**src/rtl/fsh_pkg.sv**
```systemverilog
// fsh_pkg: register map, field positions and reset values for the
// fault status and handler state block.
// assumes a plain word-addressed register port with byte offsets.
`default_nettype none
package fsh_pkg;
  localparam int unsigned ADDR_W = 8;
  // register byte offsets, one word apart
  localparam logic [7:0] OFF_HANDLER = 8'h00;
  localparam logic [7:0] OFF_CFSR = 8'h04;
  localparam logic [7:0] OFF_FAULT_ADDR = 8'h08;
  // handler state register fields
  localparam int unsigned HS_MEM_ACT = 0;
  localparam int unsigned HS_BUS_ACT = 1;
  localparam int unsigned HS_USG_ACT = 3;
  localparam int unsigned HS_SVC_ACT = 7;
  localparam int unsigned HS_MON_ACT = 8;
  localparam int unsigned HS_PSV_ACT = 10;
  localparam int unsigned HS_TICK_ACT = 11;
  localparam int unsigned HS_USG_PEND = 12;
  localparam int unsigned HS_MEM_PEND = 13;
  localparam logic [31:0] HS_MASK = 32'h00003D8B;
  // configurable fault status fields
  localparam int unsigned CF_IACC = 0;
  localparam int unsigned CF_DACC = 1;
  localparam int unsigned CF_UNSTK = 3;
  localparam int unsigned CF_STK = 4;
  localparam int unsigned CF_ADDR_VALID = 7;
  localparam int unsigned CF_MISALIGNED_ACCESS_FLAG = 24;
  localparam int unsigned CF_DIVZERO = 25;
  localparam logic [31:0] CF_MASK = 32'h0300009B;
  localparam logic [31:0] HS_RESET = 32'h00000000;
  localparam logic [31:0] CF_RESET = 32'h00000000;
  localparam logic [31:0] FA_RESET = 32'h00000000;
  localparam int unsigned N_HANDLERS = 9;
endpackage : fsh_pkg
`default_nettype wire

```
**src/rtl/fsh_flag.sv**
```systemverilog
// fsh_flag: one sticky status bit that hardware sets and software
// writes; a hardware set in the same cycle beats a software clear.
// assumes CLK and synchronous active-low RESETN.
`timescale 1ns/1ps
`default_nettype none
module fsh_flag (
  input wire logic clk,
  input wire logic resetn,
  input wire logic hw_set,
  input wire logic hw_clr,
  input wire logic sw_wr,
  input wire logic sw_val,
  output logic q
);
  logic q_reg;
  logic q_next;

  always_comb begin
    q_next = q_reg;
    if (sw_wr) begin
      q_next = sw_val;
    end
    if (hw_clr) begin
      q_next = 1'b0;
    end
    // set wins so an event is never lost against a clear
    if (hw_set) begin
      q_next = 1'b1;
    end
  end

  always_ff @(posedge clk) begin
    if (!resetn) begin
      q_reg <= 1'b0;
    end else begin
      q_reg <= q_next;
    end
  end

  assign q = q_reg;
endmodule : fsh_flag
`default_nettype wire

```
**src/rtl/fsh_cfsr_byte.sv**
```systemverilog
// fsh_cfsr_byte: memory-management fault status byte plus fault
// address capture. sticky bits are cleared by writing one.
// assumes the core pulses one fault event per cycle at most.
`timescale 1ns/1ps
`default_nettype none
module fsh_cfsr_byte (
  input wire logic clk,
  input wire logic resetn,
  input wire logic ev_iacc,
  input wire logic ev_dacc,
  input wire logic [31:0] ev_addr,
  input wire logic ev_unstk,
  input wire logic ev_stk,
  input wire logic w1c,
  input wire logic [7:0] w1c_data,
  output logic [7:0] status,
  output logic [31:0] fault_addr
);
  logic [7:0] st_reg;
  logic [7:0] st_next;
  logic [31:0] fa_reg;
  logic [31:0] fa_next;
  logic [7:0] set_v;

  always_comb begin
    set_v = 8'h00;
    set_v[fsh_pkg::CF_IACC] = ev_iacc;
    set_v[fsh_pkg::CF_DACC] = ev_dacc;
    set_v[fsh_pkg::CF_UNSTK] = ev_unstk;
    set_v[fsh_pkg::CF_STK] = ev_stk;
    set_v[fsh_pkg::CF_ADDR_VALID] = ev_dacc;
    st_next = st_reg;
    fa_next = fa_reg;
    if (w1c) begin
      st_next = st_reg & ~w1c_data;
    end
    st_next = (st_next | set_v) & fsh_pkg::CF_MASK[7:0];
    // only a data violation captures an address; others leave it
    if (ev_dacc) begin
      fa_next = ev_addr; // see RULE9
    end
  end

  always_ff @(posedge clk) begin
    if (!resetn) begin
      st_reg <= fsh_pkg::CF_RESET[7:0];
      fa_reg <= fsh_pkg::FA_RESET;
    end else begin
      st_reg <= st_next;
      fa_reg <= fa_next;
    end
  end

  assign status = st_reg;
  assign fault_addr = fa_reg;
endmodule : fsh_cfsr_byte
`default_nettype wire

```
**src/rtl/fsh_top.sv**
```systemverilog
// fsh_top: handler pending/active state and configurable fault status
// of a 32-bit core, reached through a plain register port.
// assumes exception entry/return logic gives one-cycle event pulses
// synchronous to CLK; RESETN is the core (warm) reset.
`timescale 1ns/1ps
`default_nettype none
// Functional notes
// RULE1 - mem-manage and usage pending flags read state; writes set or clear
// RULE2 - tick-timer active shows state; software write changes it directly
// RULE3 - pendable-service, debug-monitor, supervisor-call active show state
// RULE4 - usage, bus, mem-manage fault active flags show handler state
// RULE5 - software adjusts stacked context before changing an active flag
// RULE6 - software changes one handler bit by read-modify-write
// RULE7 - instruction fetch to never-execute region sets bit 0
// RULE8 - instruction violation leaves fault address register unwritten
// RULE9 - data violation sets bit 1 and captures attempted address
// RULE10 - unstacking violation sets bit 3, no fault address written
// RULE11 - stacking violation sets bit 4, no fault address written
// RULE12 - fault status resets zero; divide bit 25, misaligned_access_flag bit 24
// RULE13 - core reset clears these flags; debug logic is untouched
// RULE14 - no access or event combination can stall the register port
module fsh_top (
  input wire logic CLK,
  input wire logic RESETN,
  input wire logic [fsh_pkg::ADDR_W-1:0] ADDR,
  input wire logic [31:0] WDATA,
  input wire logic WR,
  input wire logic RD,
  output logic [31:0] RDATA,
  // per-handler events, bit order as the handler slots of slot_bit below
  input wire logic [fsh_pkg::N_HANDLERS-1:0] HND_ENTER,
  input wire logic [fsh_pkg::N_HANDLERS-1:0] HND_RETURN,
  input wire logic MEM_PEND_SET,
  input wire logic USG_PEND_SET,
  input wire logic FLT_IACC,
  input wire logic FLT_DACC,
  input wire logic [31:0] FLT_ADDR,
  input wire logic FLT_UNSTK,
  input wire logic FLT_STK,
  input wire logic FLT_MISALIGNED_ACCESS_FLAG,
  input wire logic FLT_DIVZERO,
  output logic [fsh_pkg::N_HANDLERS-1:0] HND_STATE
);
  // handler slots: 0 mem act,1 bus act,2 usg act,3 svc act,4 mon act,
  // 5 psv act,6 tick act,7 usg pend,8 mem pend
  function automatic int unsigned slot_bit(input int unsigned i);
    case (i)
      0: slot_bit = fsh_pkg::HS_MEM_ACT;
      1: slot_bit = fsh_pkg::HS_BUS_ACT;
      2: slot_bit = fsh_pkg::HS_USG_ACT;
      3: slot_bit = fsh_pkg::HS_SVC_ACT;
      4: slot_bit = fsh_pkg::HS_MON_ACT;
      5: slot_bit = fsh_pkg::HS_PSV_ACT;
      6: slot_bit = fsh_pkg::HS_TICK_ACT;
      7: slot_bit = fsh_pkg::HS_USG_PEND;
      default: slot_bit = fsh_pkg::HS_MEM_PEND;
    endcase
  endfunction : slot_bit

  function automatic logic hit(input logic [fsh_pkg::ADDR_W-1:0] a,
                               input logic [7:0] off);
    hit = (a == off[fsh_pkg::ADDR_W-1:0]);
  endfunction : hit

  logic wr_hs;
  logic wr_cf;
  logic [fsh_pkg::N_HANDLERS-1:0] hs_q;
  logic [fsh_pkg::N_HANDLERS-1:0] hs_set;
  logic [fsh_pkg::N_HANDLERS-1:0] hs_clr;
  logic [7:0] mm_status;
  logic [31:0] fault_addr;
  logic [1:0] ud_reg;
  logic [1:0] ud_next;
  logic [31:0] hs_word;
  logic [31:0] cf_word;
  logic [31:0] rdata_reg;
  logic [31:0] rdata_next;

  assign wr_hs = WR && hit(ADDR, fsh_pkg::OFF_HANDLER);
  assign wr_cf = WR && hit(ADDR, fsh_pkg::OFF_CFSR);

  // pending set by core, cleared when that handler is entered
  always_comb begin
    hs_set = HND_ENTER;
    hs_clr = HND_RETURN;
    hs_set[7] = USG_PEND_SET;
    hs_set[8] = MEM_PEND_SET;
    hs_clr[7] = HND_ENTER[2];
    hs_clr[8] = HND_ENTER[0];
  end

  genvar gi;
  generate
    for (gi = 0; gi < fsh_pkg::N_HANDLERS; gi++) begin : g_hs
      // direct software write of pending and active state
      fsh_flag u_flag (
        .clk(CLK),
        .resetn(RESETN), // see RULE13
        .hw_set(hs_set[gi]),
        .hw_clr(hs_clr[gi]),
        .sw_wr(wr_hs), // see RULE1 see RULE2
        .sw_val(WDATA[slot_bit(gi)]),
        .q(hs_q[gi])
      );
      assign hs_word[slot_bit(gi)] = hs_q[gi]; // see RULE3 see RULE4
    end
  endgenerate

  // fill the unused handler register bits with zero
  generate
    for (gi = 0; gi < 32; gi++) begin : g_hs_pad
      if (fsh_pkg::HS_MASK[gi] == 1'b0) begin : g_z
        assign hs_word[gi] = 1'b0;
      end
    end
  endgenerate

  fsh_cfsr_byte u_mm (
    .clk(CLK),
    .resetn(RESETN),
    .ev_iacc(FLT_IACC), // see RULE7 see RULE8
    .ev_dacc(FLT_DACC), // see RULE9
    .ev_addr(FLT_ADDR),
    .ev_unstk(FLT_UNSTK), // see RULE10
    .ev_stk(FLT_STK), // see RULE11
    .w1c(wr_cf),
    .w1c_data(WDATA[7:0]),
    .status(mm_status),
    .fault_addr(fault_addr)
  );

  // usage detail bits: set wins over a write-one clear
  always_comb begin
    ud_next = ud_reg;
    if (wr_cf) begin
      ud_next = ud_reg & ~WDATA[fsh_pkg::CF_DIVZERO:fsh_pkg::CF_MISALIGNED_ACCESS_FLAG];
    end
    if (FLT_MISALIGNED_ACCESS_FLAG) begin
      ud_next[0] = 1'b1;
    end
    if (FLT_DIVZERO) begin
      ud_next[1] = 1'b1;
    end
  end

  always_comb begin
    cf_word = 32'h00000000; // see RULE12
    cf_word[7:0] = mm_status;
    cf_word[fsh_pkg::CF_MISALIGNED_ACCESS_FLAG] = ud_reg[0];
    cf_word[fsh_pkg::CF_DIVZERO] = ud_reg[1];
  end

  // unmapped reads return zero; the port never waits
  always_comb begin
    rdata_next = 32'h00000000; // see RULE14
    if (RD) begin
      if (hit(ADDR, fsh_pkg::OFF_HANDLER)) begin
        rdata_next = hs_word;
      end else if (hit(ADDR, fsh_pkg::OFF_CFSR)) begin
        rdata_next = cf_word;
      end else if (hit(ADDR, fsh_pkg::OFF_FAULT_ADDR)) begin
        rdata_next = fault_addr;
      end
    end
  end

  always_ff @(posedge CLK) begin
    if (!RESETN) begin
      ud_reg <= fsh_pkg::CF_RESET[25:24]; // see RULE12 see RULE13
      rdata_reg <= 32'h00000000;
    end else begin
      ud_reg <= ud_next;
      rdata_reg <= rdata_next;
    end
  end

  assign RDATA = rdata_reg;
  assign HND_STATE = hs_q;

  property p_iacc_sets;
    @(posedge CLK) disable iff (!RESETN)
      FLT_IACC |=> mm_status[fsh_pkg::CF_IACC];
  endproperty
  a_iacc_sets: assert property (p_iacc_sets) // see RULE7
    else $error("instruction violation flag not set");

  property p_iacc_no_addr;
    @(posedge CLK) disable iff (!RESETN)
      (FLT_IACC && !FLT_DACC) |=> $stable(fault_addr);
  endproperty
  a_iacc_no_addr: assert property (p_iacc_no_addr) // see RULE8
    else $error("fault address changed on instruction violation");

  property p_dacc_addr;
    @(posedge CLK) disable iff (!RESETN)
      FLT_DACC |=> (fault_addr == $past(FLT_ADDR)) && mm_status[1];
  endproperty
  a_dacc_addr: assert property (p_dacc_addr) // see RULE9
    else $error("data violation address not captured");

  property p_unstk;
    @(posedge CLK) disable iff (!RESETN)
      (FLT_UNSTK && !FLT_DACC) |=> mm_status[3] && $stable(fault_addr);
  endproperty
  a_unstk: assert property (p_unstk) // see RULE10
    else $error("unstacking fault not recorded correctly");

  property p_stk;
    @(posedge CLK) disable iff (!RESETN)
      (FLT_STK && !FLT_DACC) |=> mm_status[4] && $stable(fault_addr);
  endproperty
  a_stk: assert property (p_stk) // see RULE11
    else $error("stacking fault not recorded correctly");

  property p_pend_write;
    @(posedge CLK) disable iff (!RESETN)
      (wr_hs && !MEM_PEND_SET && !HND_ENTER[0])
        |=> hs_q[8] == $past(WDATA[fsh_pkg::HS_MEM_PEND]);
  endproperty
  a_pend_write: assert property (p_pend_write) // see RULE1
    else $error("pending flag ignored software write");

  property p_tick_write;
    @(posedge CLK) disable iff (!RESETN)
      (wr_hs && !HND_ENTER[6] && !HND_RETURN[6])
        |=> hs_q[6] == $past(WDATA[fsh_pkg::HS_TICK_ACT]);
  endproperty
  a_tick_write: assert property (p_tick_write) // see RULE2
    else $error("active flag ignored software write");

  property p_active_track;
    @(posedge CLK) disable iff (!RESETN)
      (HND_ENTER[3] ##1 (!WR && !HND_RETURN[3]))
        |-> hs_word[fsh_pkg::HS_SVC_ACT];
  endproperty
  a_active_track: assert property (p_active_track) // see RULE3
    else $error("supervisor call active not shown");

  property p_fault_act;
    @(posedge CLK) disable iff (!RESETN)
      (HND_RETURN[1] && !HND_ENTER[1] && !wr_hs) |=> !hs_q[1];
  endproperty
  a_fault_act: assert property (p_fault_act) // see RULE4
    else $error("bus fault active not cleared on return");

  property p_reset_zero;
    @(posedge CLK) !RESETN |=> (cf_word == 32'h00000000) && (hs_q == '0);
  endproperty
  a_reset_zero: assert property (p_reset_zero) // see RULE12 see RULE13
    else $error("state not cleared by core reset");

  property p_read_one;
    @(posedge CLK) disable iff (!RESETN)
      !RD |=> RDATA == 32'h00000000;
  endproperty
  a_read_one: assert property (p_read_one) // see RULE14
    else $error("read data outside read cycle");

  property p_usg_pend_write;
    @(posedge CLK) disable iff (!RESETN)
      (wr_hs && !USG_PEND_SET && !HND_ENTER[2])
        |=> hs_q[7] == $past(WDATA[fsh_pkg::HS_USG_PEND]);
  endproperty
  a_usg_pend_write: assert property (p_usg_pend_write) // see RULE1
    else $error("usage pending flag ignored software write");

  property p_pend_set;
    @(posedge CLK) disable iff (!RESETN)
      MEM_PEND_SET |=> hs_q[8];
  endproperty
  a_pend_set: assert property (p_pend_set) // see RULE1
    else $error("pending flag not set by core");

  // entering the handler consumes its pending state
  property p_pend_taken;
    @(posedge CLK) disable iff (!RESETN)
      (HND_ENTER[0] && !MEM_PEND_SET) |=> !hs_q[8] && hs_q[0];
  endproperty
  a_pend_taken: assert property (p_pend_taken) // see RULE1
    else $error("pending flag kept after handler entry");

  property p_psv_return;
    @(posedge CLK) disable iff (!RESETN)
      (HND_RETURN[5] && !HND_ENTER[5] && !wr_hs)
        |=> !hs_word[fsh_pkg::HS_PSV_ACT];
  endproperty
  a_psv_return: assert property (p_psv_return) // see RULE3
    else $error("pendable service active not cleared on return");

  property p_divzero;
    @(posedge CLK) disable iff (!RESETN)
      FLT_DIVZERO |=> cf_word[fsh_pkg::CF_DIVZERO];
  endproperty
  a_divzero: assert property (p_divzero) // see RULE12
    else $error("divide by zero flag not set");

  property p_misaligned_access_flag;
    @(posedge CLK) disable iff (!RESETN)
      FLT_MISALIGNED_ACCESS_FLAG |=> cf_word[fsh_pkg::CF_MISALIGNED_ACCESS_FLAG];
  endproperty
  a_misaligned_access_flag: assert property (p_misaligned_access_flag) // see RULE12
    else $error("misaligned access flag not set");

  property p_read_status;
    @(posedge CLK) disable iff (!RESETN)
      (RD && hit(ADDR, fsh_pkg::OFF_CFSR)) |=> RDATA == $past(cf_word);
  endproperty
  a_read_status: assert property (p_read_status) // see RULE12
    else $error("fault status read data wrong");
endmodule : fsh_top
`default_nettype wire

```
**config.mk**
```make
export PLATFORM = sky130hd
export DESIGN_NAME = fsh_top
export DESIGN_NICKNAME = d
export VERILOG_FILES = /design/src/rtl/fsh_pkg.sv /design/src/rtl/fsh_flag.sv /design/src/rtl/fsh_cfsr_byte.sv /design/src/rtl/fsh_top.sv
export SDC_FILE = /design/constraint.sdc
export NUM_CORES = 1
export LEC_CHECK = 0
export ABC_CLOCK_PERIOD_IN_PS = 2800
export BUFFER_PORTS_ARGS = -buffer_cell sky130_fd_sc_hd__buf_4
export CAP_MARGIN = 0
export CORE_MARGIN = 3
export CORE_UTILIZATION = 50
export DETAILED_ROUTE_END_ITERATION = 10
export GPL_TIMING_DRIVEN = 0
export HOLD_SLACK_MARGIN = 0.02
export PLACE_DENSITY = 0.83
export SLEW_MARGIN = 20
export SYNTH_ARGS = -nofsm -noshare
export SYNTH_HDL_FRONTEND = slang
export SYNTH_SLANG_ARGS = --single-unit
```
**constraint.sdc**
```tcl
create_clock -name CLK -period 2.8 [get_ports CLK]
set_input_delay 0.56 -clock CLK [delete_from_list [all_inputs] [get_ports CLK]]
set_output_delay 0.56 -clock CLK [all_outputs]
set_load 0.01 [all_outputs]
```
==> run summary, run 1 <==
Post-route non-filler standard cell count: 496
Placed cells: 481
Worst-path maximum fanout: 10
Leak Pwr: 2.02 nW
Critical Path Source Type: input pin
Antenna-violating nets left: 0
Syn Inst Count: 289
Worst-Margin Slew: 682 ps
Die H: 85.6 um
Post-synthesis cell area: 0.00316 sq mm
Required time worst endpoint: 3020 ps
Status: finished, final reports clean
Register-to-Register Path Depth: 3
Syn. warnings: 0
Top delay family on crit path: simple AND/OR/NAND/NOR gates
Largest net degree at the start of global routing: 13
Number of I/O pins: 143
RR Startpoint: g_hs[3].u_flag.q
Fmax: 608 MHz
R2R Path End: RDATA[7]
Initial antenna violation count: 0
Detail Placement HPWL: 5720 um
Post-CTS Setup Inserts: 0
Crit-path max cell delay: 470 ps
TNS Setup: 0 ps
Antenna diodes: 0
Initial cell density of the core: 52.5%
Setup slack, reg-to-reg: 1900 ps
FP Rows: 28
Syn nets: 391
Mean post-synth cell area: 10.9 sq um
RSZ-0062 raised after global routing: false
Clock sink total: 80
Worst EP arrival: 1870 ps
Core area: 0.00603 sq mm
Yosys reg bits: 80
GRT Total Usage: 21.2%
Crit path buffers/inverters: 2
Worst clock skew: 7.13 ps
GPL Wtd Cong: 0.864
First-pass GRT wire length: 12,400 um
Avg WL per Cell: 15.2 um
Total power: 2.24 mW
Number of global-route vias before repair: 2,633
Sequential area share after synthesis: 50.6%
TritonCTS Buffers: 9
Hold Buf Count CTS: 0
CP Capture Type: flop
Max cap viols: 0
Worst VDD drop: 0.323 mV
Net count reported at finish: 519
Max-Slew Margin vs Limit: 54.4%
Final period util: 58.8%
Residual DRC: 0
Cts repair resizes: 0
H-tree depth: 3
Area delta synth->final: 36.2%
Fin. max-slew vios: 0
Post-Route WL: 7520 um
IO Port Bufs: 117
Hold EP: ud_reg[1]
Unique masters post-synth: 25
Vias: 2,534
Clock transition at path regs: 80 ps
Overflow after GRT: 0
Fin crit period: 1650 ps
Hold Startpoint: FLT_DIVZERO
CTS root buf: clkbuf_8
Share of cells above drive strength 1: 37.8%
Hold crit path type: input pin to flop
Die ar.: 0.00732 sq mm
Initial drt markers: 68
DRT Pass-1 Iters: 4
CP Cell Sequence: buf_4 -> nor3b_2 -> buf_2 -> a31oi_1 -> a221o_1
Setup-failing EPs final: 0
Launch point of the worst path: ADDR[7]
PwrDens: 520 mW/mm^2
Hold path depth: 2
Clock Latency Late Sink: 340 ps
Worst setup path category: input pin to flop
Number of vias per cell: 5.11
Critical path's slowest cell: nor3b_2
CTS tree: done
Max clock buf depth: 2
Die width: 85.6 um
Final Hold Violating Endpoints: 0
-- worst max-delay path by stage --
stage / endpoint / slack (ps) / cells after the start
after floorplan: g_hs[0].u_flag.q / 1150 / 4
after global placement: g_hs[1].u_flag.q / 860 / 5
after detailed placement: RDATA[26] / 830 / 5
after CTS: RDATA[23] / 1180 / 5
after global routing: RDATA[23] / 1070 / 5
final: g_hs[0].u_flag.q / 1150 / 5
-- routing by layer --
metal / wire length (um) / GRT usage, % / part of all wire, % / up-vias
li1: - / - / - / 1258
met1: 3220 / 27.0 / 43 / 1177
met2: 3760 / 36.9 / 50 / 90
met3: 436 / 3.07 / 5.8 / 9
met4: 100 / 7.05 / 1.3 / 0
met5: 0 / 0 / 0 / -
-- cell usage in the layout (no fill, tap or decap), drive strengths merged --
cell      netlist  final
and3            1      1
nor2            9      9
a22oi           3      3
nor2b          34     34
a41oi           7      7
buf            21    138
nor4            1      1
mux2i          41     41
and4            1      1
clkbuf          9     21
clkinv          0      2
inv             7      7
dfxtp          80     80
and3b           9      9
a221o           9      9
nand3           1      1
clkinvlp        0      1
a2bb2oi         4      4
nor3            5      5
a31oi           9      9
o21a            7      7
nand3b          9      9
nor3b           1      1
and2           21     21
-- Yosys cell counts --
cell type | count | area [sq um]
a221o_1 | 9 | 90.1
a22oi_1 | 3 | 22.5
a2bb2oi_1 | 4 | 35.0
a31oi_1 | 9 | 56.3
a41oi_1 | 7 | 61.3
and2_1 | 21 | 131
and3_1 | 1 | 6.26
and3b_1 | 9 | 78.8
and4_4 | 1 | 11.3
buf_2 | 8 | 40.0
buf_4 | 10 | 75.1
buf_6 | 3 | 33.8
clkbuf_1 | 9 | 33.8
dfxtp_1 | 80 | 1600
inv_1 | 7 | 26.3
mux2i_1 | 41 | 410
nand3_2 | 1 | 10.0
nand3b_1 | 9 | 67.6
nor2_1 | 9 | 33.8
nor2b_1 | 34 | 213
nor3_1 | 2 | 10.0
nor3_2 | 3 | 30.0
nor3b_2 | 1 | 12.5
nor4_4 | 1 | 21.3
o21a_1 | 7 | 52.6
-- per-stage QoR --
| stage | setup slack (ps) | utilization, % | hold WS (ps) | cell area, sq um |
|---|---|---|---|---|
| 2_1_floorplan | 1150 | - | 429 | 3160 |
| 3_5_place_dp | 828 | 68.6 | 437 | 4140 |
| 5_1_grt | 1070 | 71.5 | 426 | 4310 |
| 6_report | 1150 | 71.5 | 426 | 4310 |
| 3_3_place_gp | 857 | 68.6 | 432 | 4140 |
| 4_1_cts | 1180 | 71.5 | 419 | 4310 |
-- area by class of cell --
cell class,count,area (sq um)
Fill cell,466,1720
Sequential cell,80,1600
Buffer,30,183
Multi-Input combinational cell,172,1350
Clock buffer,12,155
Tap cell,75,93.8
Inverter,7,26.3
Clock inverter,3,17.5
Timing Repair Buffer,117,878
-- power by group --
group | internal [mW] | switching, mW
sequential | 1.18 | 0.0268
combinational | 0.168 | 0.113
clock | 0.363 | 0.388
total | 1.71 | 0.528
-- logic make-up (layout without fill, tap and decap cells) --
kind of cell	count (synthesis)	after routing	share of synthesized area, %
AOI/OAI and AO/OA	39	39	10.0
DFF	80	80	50.6
buffers and inverters	37	169	6.60
muxes	41	41	13.0
and+or+nand+nor	92	92	19.8
Note: power is estimated with default switching activity, not from simulation.
==> run 2, diff against run 1 <==
--- a/config.mk
+++ b/config.mk
@@ -5,15 +5,15 @@
 export SDC_FILE = /design/constraint.sdc
 export NUM_CORES = 1
 export LEC_CHECK = 0
-export ABC_CLOCK_PERIOD_IN_PS = 2800
+export ABC_CLOCK_PERIOD_IN_PS = 1700
 export BUFFER_PORTS_ARGS = -buffer_cell sky130_fd_sc_hd__buf_4
 export CAP_MARGIN = 0
 export CORE_MARGIN = 3
-export CORE_UTILIZATION = 50
+export CORE_UTILIZATION = 47
 export DETAILED_ROUTE_END_ITERATION = 10
 export GPL_TIMING_DRIVEN = 0
 export HOLD_SLACK_MARGIN = 0.02
-export PLACE_DENSITY = 0.83
+export PLACE_DENSITY = 0.79
 export SLEW_MARGIN = 20
 export SYNTH_ARGS = -nofsm -noshare
 export SYNTH_HDL_FRONTEND = slang
==> constraint.sdc (replaced) <==
create_clock -name CLK -period 1.7 [get_ports CLK]
set_input_delay 0.34 -clock CLK [delete_from_list [all_inputs] [get_ports CLK]]
set_output_delay 0.34 -clock CLK [all_outputs]
set_load 0.01 [all_outputs]
==> run 2 against run 1 <==
Against the previous run: sequential power rose by 64%; power rose by 61%; sequential share of layout area rose by 0.16 points; worst setup slack got worse by 840 ps; utilization fell by 4.7 points; clock power rose by 53%; design area fell by 0.44%; largest cell class unchanged.
==> run summary, run 2 (synthesis gave the netlist of run 1 again) <==
Die ar.: 0.00775 sq mm (was 0.00732 sq mm)
IO Port Bufs: 117 (unchanged)
Fin crit period: 1390 ps
Initial antenna violation count: 0 (unchanged)
TritonCTS Buffers: 9 (unchanged)
FP Rows: 29 (was 28)
Critical path's slowest cell: nor3b_2 (unchanged)
Max cap viols: 0 (unchanged)
Share of cells above drive strength 1: 37.6% (was 37.8%)
Worst EP arrival: 1620 ps (was 1870 ps)
H-tree depth: 3 (unchanged)
Avg WL per Cell: 15.1 um (was 15.2 um)
Util after Layout: 66.8% (was 71.5%)
Required time worst endpoint: 1930 ps (was 3020 ps)
Comb pwr share: 12.9% (was 12.6%)
First-pass GRT wire length: 11,800 um (was 12,400 um)
Share of total power in the clock network: 32.0% (was 33.5%)
Flop pwr share: 55.2% (was 53.9%)
Clock transition at path regs: 80 ps (about the same)
Cts repair resizes: 0 (unchanged)
RSZ-0062 raised after global routing: false (unchanged)
Design area: 0.00429 sq mm (was 0.00431 sq mm)
Final Hold Violating Endpoints: 0 (unchanged)
Die width: 88.1 um (was 85.6 um)
Hold Buf Count CTS: 0 (unchanged)
Worst setup path category: input pin to flop (unchanged)
Initial drt markers: 85 (was 68)
Core area: 0.00642 sq mm (was 0.00603 sq mm)
Initial cell density of the core: 49.3% (was 52.5%)
Worst-Margin Slew: 662 ps (was 682 ps)
Largest net degree at the start of global routing: 13 (unchanged)
Post-CTS Setup Inserts: 0 (unchanged)
Overflow after GRT: 0 (unchanged)
CTS root buf: clkbuf_8 (unchanged)
Clock sink total: 80 (unchanged)
Antenna-violating nets left: 0 (unchanged)
Critical Path Source Type: input pin (unchanged)
Number of I/O pins: 143 (unchanged)
Crit path buffers/inverters: 2 (unchanged)
Antenna diodes: 0 (unchanged)
P_sw: 0.873 mW (was 0.528 mW)
Fmax: 719 MHz
Clock Latency Late Sink: 350 ps (was 340 ps)
Placed inst area: 0.00414 sq mm (about the same)
Net count reported at finish: 519 (unchanged)
Status: finished, final reports clean (unchanged)
Max-Slew Margin vs Limit: 55.7% (was 54.4%)
Die H: 88.1 um (was 85.6 um)
Number of vias per cell: 5.15 (was 5.11)
Residual DRC: 0 (unchanged)
Area delta synth->final: 35.6% (was 36.2%)
Detail Placement HPWL: 5590 um (was 5720 um)
GRT Total Usage: 19.8% (was 21.2%)
CP Cell Sequence: buf_4 -> nor3b_2 -> buf_2 -> a31oi_1 -> a221o_1 (unchanged)
Worst-path maximum fanout: 10 (unchanged)
CTS tree: done (unchanged)
DRT Pass-1 Iters: 4 (unchanged)
Max clock buf depth: 2 (unchanged)
Final period util: 81.8%
Fin. max-slew vios: 0 (unchanged)
Int Pwr: 2.73 mW (was 1.71 mW)
PwrDens: 840 mW/mm^2 (was 520 mW/mm^2)
Top delay family on crit path: simple AND/OR/NAND/NOR gates (unchanged)
Most common cell after layout, fill and taps aside: buf_4 (unchanged)
Crit-path max cell delay: 450 ps (was 470 ps)
Hold crit path type: input pin to flop (unchanged)
Worst VDD drop: 0.495 mV (was 0.323 mV)
Setup-failing EPs final: 0 (unchanged)
Worst clock skew: 7.75 ps (was 7.13 ps)
Leak Pwr: 2.01 nW (was 2.02 nW)
Post-Route WL: 7510 um (was 7520 um)
Vias: 2,562 (was 2,534)
Switching portion of total power: 24.2% (was 23.5%)
Number of global-route vias before repair: 2,488 (was 2,633)
Commonest cells after routing, fill and taps aside: buf_4 (127), dfxtp_1 (80), mux2i_1 (41), nor2b_1 (34), and2_1 (21) (unchanged)
GPL Wtd Cong: 0.884 (was 0.864)
CP Capture Type: flop (unchanged)
-- run 2: changes by cell type in the layout (fill, tap and decap cells not counted), sizes merged --
cell and delta:
clkbuf -2, clkinv +2, clkinvlp -1
-- run 2: area by class of cell --
cell class	instances	area (sq um)
Clock inverter	4	23.8
Buffer	30	183
Sequential cell	80	1600
Tap cell	77	96.3
Timing Repair Buffer	117	878
Fill cell	514	2130
Clock buffer	10	128
Multi-Input combinational cell	172	1350
Inverter	7	26.3
-- run 2: layer usage --
metal	track usage, %	share of wire, %
met4	9.48	1.7
met3	3.95	5.6
met2	31.4	49
met5	0	0
met1	25.9	44
-- run 2: worst paths after layout --
check / slack (ps) / from / cells after the start / to
max: 310 / ADDR[7] / 5 / g_hs[2].u_flag.q
min: 200 / FLT_STK / 2 / u_mm.status[4]
max reg2reg: 780 / u_mm.status[3] / 3 / RDATA[3]
min reg2reg: 450 / u_mm.fault_addr[31] / 1 / RDATA[31]
-- run 2: worst register-to-register path: stages (launching register included) --
cell,delay [ps]
dfxtp_1,330
mux2i_1,240
a2bb2oi_1,180
nor2_1,50
-- run 2: metrics by stage --
stage	cells	setup slack, ps	hold WS (ps)	setup TNS (ps)	power [mW]
floorplan	289	273	429	0	2.27
global placement	483	-26.8	431	-513	2.48
detailed placement	483	-22.2	437	-47.8	2.49
CTS	497	340	189	0	3.63
global route	497	253	188	0	3.75
finish	497	310	197	0	3.61
-- run 2: power groups by stage --
stage | combinational (mW) | sequential (mW) | clock [mW]
floorplan | 0.249 | 2.02 | 0
global placement | 0.453 | 2.03 | 0
detailed placement | 0.463 | 2.03 | 0
CTS | 0.466 | 1.99 | 1.18
global route | 0.506 | 2.00 | 1.25
finish | 0.464 | 1.99 | 1.15
==> run 3, diff against run 2 <==
--- a/config.mk
+++ b/config.mk
@@ -5,15 +5,16 @@
 export SDC_FILE = /design/constraint.sdc
 export NUM_CORES = 1
 export LEC_CHECK = 0
-export ABC_CLOCK_PERIOD_IN_PS = 1700
+export ABC_AREA = 1
+export ABC_CLOCK_PERIOD_IN_PS = 1400
 export BUFFER_PORTS_ARGS = -buffer_cell sky130_fd_sc_hd__buf_4
 export CAP_MARGIN = 0
 export CORE_MARGIN = 3
-export CORE_UTILIZATION = 47
+export CORE_UTILIZATION = 46
 export DETAILED_ROUTE_END_ITERATION = 10
 export GPL_TIMING_DRIVEN = 0
 export HOLD_SLACK_MARGIN = 0.02
-export PLACE_DENSITY = 0.79
+export PLACE_DENSITY = 0.78
 export SLEW_MARGIN = 20
 export SYNTH_ARGS = -nofsm -noshare
 export SYNTH_HDL_FRONTEND = slang
==> constraint.sdc (replaced) <==
create_clock -name CLK -period 1.4 [get_ports CLK]
set_input_delay 0.28 -clock CLK [delete_from_list [all_inputs] [get_ports CLK]]
set_output_delay 0.28 -clock CLK [all_outputs]
set_load 0.01 [all_outputs]
==> run 3 against run 2 <==
Against the previous run: via count rose by 13%; routed wire length is 0.56% lower; area after synthesis fell by 1.1%; clock power grew 45%; synthesized cell count grew 42%; clock-buffer cell count stayed put; power up 27%; first-iteration DRC count up 40%; largest power group unchanged; global-route usage down 0.49 points; sequential share of layout area down 0.065 points.
==> run summary, run 3 <==
Placed inst area: 0.00410 sq mm (was 0.00414 sq mm)
Initial antenna violation count: 0 (unchanged)
Clock Latency Late Sink: 340 ps (was 350 ps)
Final Hold Violating Endpoints: 0 (unchanged)
Setup-failing EPs final: 0 (unchanged)
Util after Layout: 66.5% (was 66.8%)
Residual DRC: 0 (unchanged)
Overflow after GRT: 0 (unchanged)
Final period util: 87.1%
FP Rows: 29 (unchanged)
RSZ-0062 raised after global routing: false (unchanged)
Number of I/O pins: 143 (unchanged)
GRT Total Usage: 19.3% (was 19.8%)
Number of vias per cell: 4.67 (was 5.15)
CTS tree: done (unchanged)
Syn nets: 512 (was 391)
Commonest cells after routing, fill and taps aside: buf_4 (128), dfxtp_1 (80), nor2_1 (72), inv_1 (51), nand2_1 (47) (was buf_4 (127), dfxtp_1 (80), mux2i_1 (41), nor2b_1 (34), and2_1 (21))
Pre-CTS WS: -134 ps (was -22.2 ps)
Asr flop ratio synth: 0% (unchanged)
Max-Slew Margin vs Limit: 67.7% (was 55.7%)
Cell accounting for the most synthesized area: dfxtp_1 (unchanged)
CP Capture Type: output pin (was flop)
Setup slack, reg-to-reg: 600 ps (was 780 ps)
Synth area leaders: dfxtp_1 (51%), nor2_1 (8.6%), a21oi_1 (6.6%) (was dfxtp_1 (51%), mux2i_1 (13%), nor2b_1 (6.7%))
IO Port Bufs: 117 (unchanged)
Sequential area share after synthesis: 51.2% (was 50.6%)
CTS root buf: clkbuf_8 (unchanged)
Comb pwr share: 10.7% (was 12.9%)
Antenna diodes: 0 (unchanged)
Int Pwr: 3.48 mW (was 2.73 mW)
Worst-Margin Slew: 485 ps (was 662 ps)
Layer with the highest usage: met2 (unchanged)
Launch point of the worst path: g_hs[0].u_flag.q (was ADDR[7])
Area delta synth->final: 37.4% (was 35.6%)
Required time worst endpoint: 1120 ps (was 1930 ps)
PnR worst setup slack: 180 ps (was 310 ps)
Critical Path Source Type: flop (was input pin)
Die H: 88.5 um (was 88.1 um)
Clock transition at path regs: 80 ps (about the same)
RR Startpoint: g_hs[7].u_flag.q (was u_mm.status[3])
Mean post-synth cell area: 7.63 sq um (was 10.9 sq um)
Worst EP arrival: 940 ps (was 1620 ps)
Detail Placement HPWL: 5720 um (was 5590 um)
Status: finished, final reports clean (unchanged)
Hold path depth: 3 (was 2)
Antenna-violating nets left: 0 (unchanged)
Number of global-route vias before repair: 2,691 (was 2,488)
Met3 GRT Util: 3.91% (was 3.95%)
TritonCTS Buffers: 9 (unchanged)
Initial drt markers: 119 (was 85)
Worst clock skew: 17.1 ps (was 7.75 ps)
Most common cell after layout, fill and taps aside: buf_4 (unchanged)
PwrDens: 1060 mW/mm^2 (was 840 mW/mm^2)
Global Route met1 Usage: 23.8% (was 25.9%)
Main synth FF type: dfxtp_1 (unchanged)
Hold crit path type: input pin to flop (unchanged)
Hold EP: u_mm.fault_addr[8] (was u_mm.status[4])
Post-route non-filler standard cell count: 619 (was 497)
Fin crit period: 1220 ps
Multi-input logic area: 0.00117 sq mm (was 0.00135 sq mm)
Leak Pwr: 2.11 nW (was 2.01 nW)
Register-to-Register Path Depth: 4 (was 3)
Register area: 0.00160 sq mm (unchanged)
Max cap viols: 0 (unchanged)
Vias: 2,892 (was 2,562)
Post-synthesis cell area: 0.00313 sq mm (was 0.00316 sq mm)
Total power: 4.58 mW (was 3.61 mW)
Flop pwr share: 52.7% (was 55.2%)
Unique masters post-synth: 18 (was 25)
Fin. max-slew vios: 0 (unchanged)
P_sw: 1.09 mW (was 0.873 mW)
Hold Buf Count CTS: 0 (unchanged)
Cts repair resizes: 0 (unchanged)
Fill cell count: 580 (was 514)
Die width: 88.5 um (was 88.1 um)
Share of cells above drive strength 1: 31.7% (was 37.6%)
Design area: 0.00430 sq mm (was 0.00429 sq mm)
Share of total power in the clock network: 36.6% (was 32.0%)
Largest net degree at the start of global routing: 14 (was 13)
Yosys top cell area share: 51.2% (was 50.6%)
Worst setup path category: flop to output pin (was input pin to flop)
DRT Pass-1 Iters: 4 (unchanged)
Worst-path maximum fanout: 3 (was 10)
Core area: 0.00646 sq mm (was 0.00642 sq mm)
Worst VDD drop: 0.574 mV (was 0.495 mV)
Net count reported at finish: 640 (was 519)
Hold Startpoint: FLT_ADDR[8] (was FLT_STK)
Avg WL per Cell: 12.1 um (was 15.1 um)
Syn Inst Count: 410 (was 289)
Fmax: 820 MHz
R2R Path End: g_hs[7].u_flag.q (was RDATA[3])
Yosys reg bits: 80 (unchanged)
Most frequent cell after synthesis: dfxtp_1 (unchanged)
Clock sink total: 80 (unchanged)
Commonest cells post-synth: dfxtp_1 (80), nor2_1 (72), inv_1 (51) (was dfxtp_1 (80), mux2i_1 (41), nor2b_1 (34))
Post-CTS Setup Inserts: 0 (unchanged)
H-tree depth: 3 (unchanged)
Post-Route WL: 7470 um (was 7510 um)
First-pass GRT wire length: 11,900 um (was 11,800 um)
Syn. warnings: 0 (unchanged)
Switching portion of total power: 23.9% (was 24.2%)
Post-synth EDFFs: 0 (unchanged)
Die ar.: 0.00783 sq mm (was 0.00775 sq mm)
Initial cell density of the core: 48.4% (was 49.3%)
Placed cells: 604 (was 483)
GRT met2 Usage: 33.4% (was 31.4%)
GPL Wtd Cong: 0.883 (was 0.884)
Max clock buf depth: 2 (unchanged)
[run 3: cell types whose count changed after synthesis, sizes merged, moves of 32 or more]
cell and delta:
nor2b -34, inv +44, a21oi +41, o21ai +32
nor2 +85, mux2i -41, nand2 +50
[run 3: cell families after synthesis]
kind of cell | synth area share (%)
AOI/OAI and AO/OA | 11.7
buffers and inverters | 11.3
DFF | 51.2
and+or+nand+nor | 25.8
[run 3: worst max-delay path: stages, from the launching register on]
cell	delay, ps
dfxtp_1	380
buf_4	130
buf_4	100
[run 3: area by class of cell]
| class | count | area share [%] |
|---|---|---|
| flip-flops and latches | 80 | 37.3 |
| multi-input cells | 251 | 27.3 |
| repair buffers | 117 | 20.4 |
| inverters | 52 | 4.54 |
| plain buffers | 27 | 3.70 |
| clock buffers | 10 | 3.20 |
| well taps | 77 | 2.24 |
| clock inverters | 5 | 1.34 |
[run 3: power by group through the flow]
| stage | Clock [mW] | Sequential, mW | Combinational, mW |
|---|---|---|---|
| 2_1_floorplan | 0 | 2.45 | 0.241 |
| 3_3_place_gp | 0 | 2.46 | 0.478 |
| 3_5_place_dp | 0 | 2.46 | 0.490 |
| 4_1_cts | 1.70 | 2.41 | 0.492 |
| 5_1_grt | 1.80 | 2.42 | 0.552 |
| 6_report | 1.67 | 2.41 | 0.489 |
[run 3: how the worst max path moves through the flow]
stage / endpoint / slack (ps)
floorplan: u_mm.status[7] / 170
detailed placement: g_hs[1].u_flag.q / -130
global placement: g_hs[0].u_flag.q / -100
CTS: HND_STATE[4] / 170
finish: HND_STATE[0] / 180
global route: g_hs[3].u_flag.q / 60
[run 3: through the flow]
step	hold WS (ps)	setup TNS [ps]
after floorplan	414	0
final	155	0
after global placement	434	-2840
after global routing	161	0
after CTS	146	0
after detailed placement	438	-3580
[run 3: routing by layer]
layer	part of all wire, %	vias to the layer above
li1	-	1522
met1	44	1272
met2	49	93
met3	6.7	5
met4	0.64	0
met5	0	-
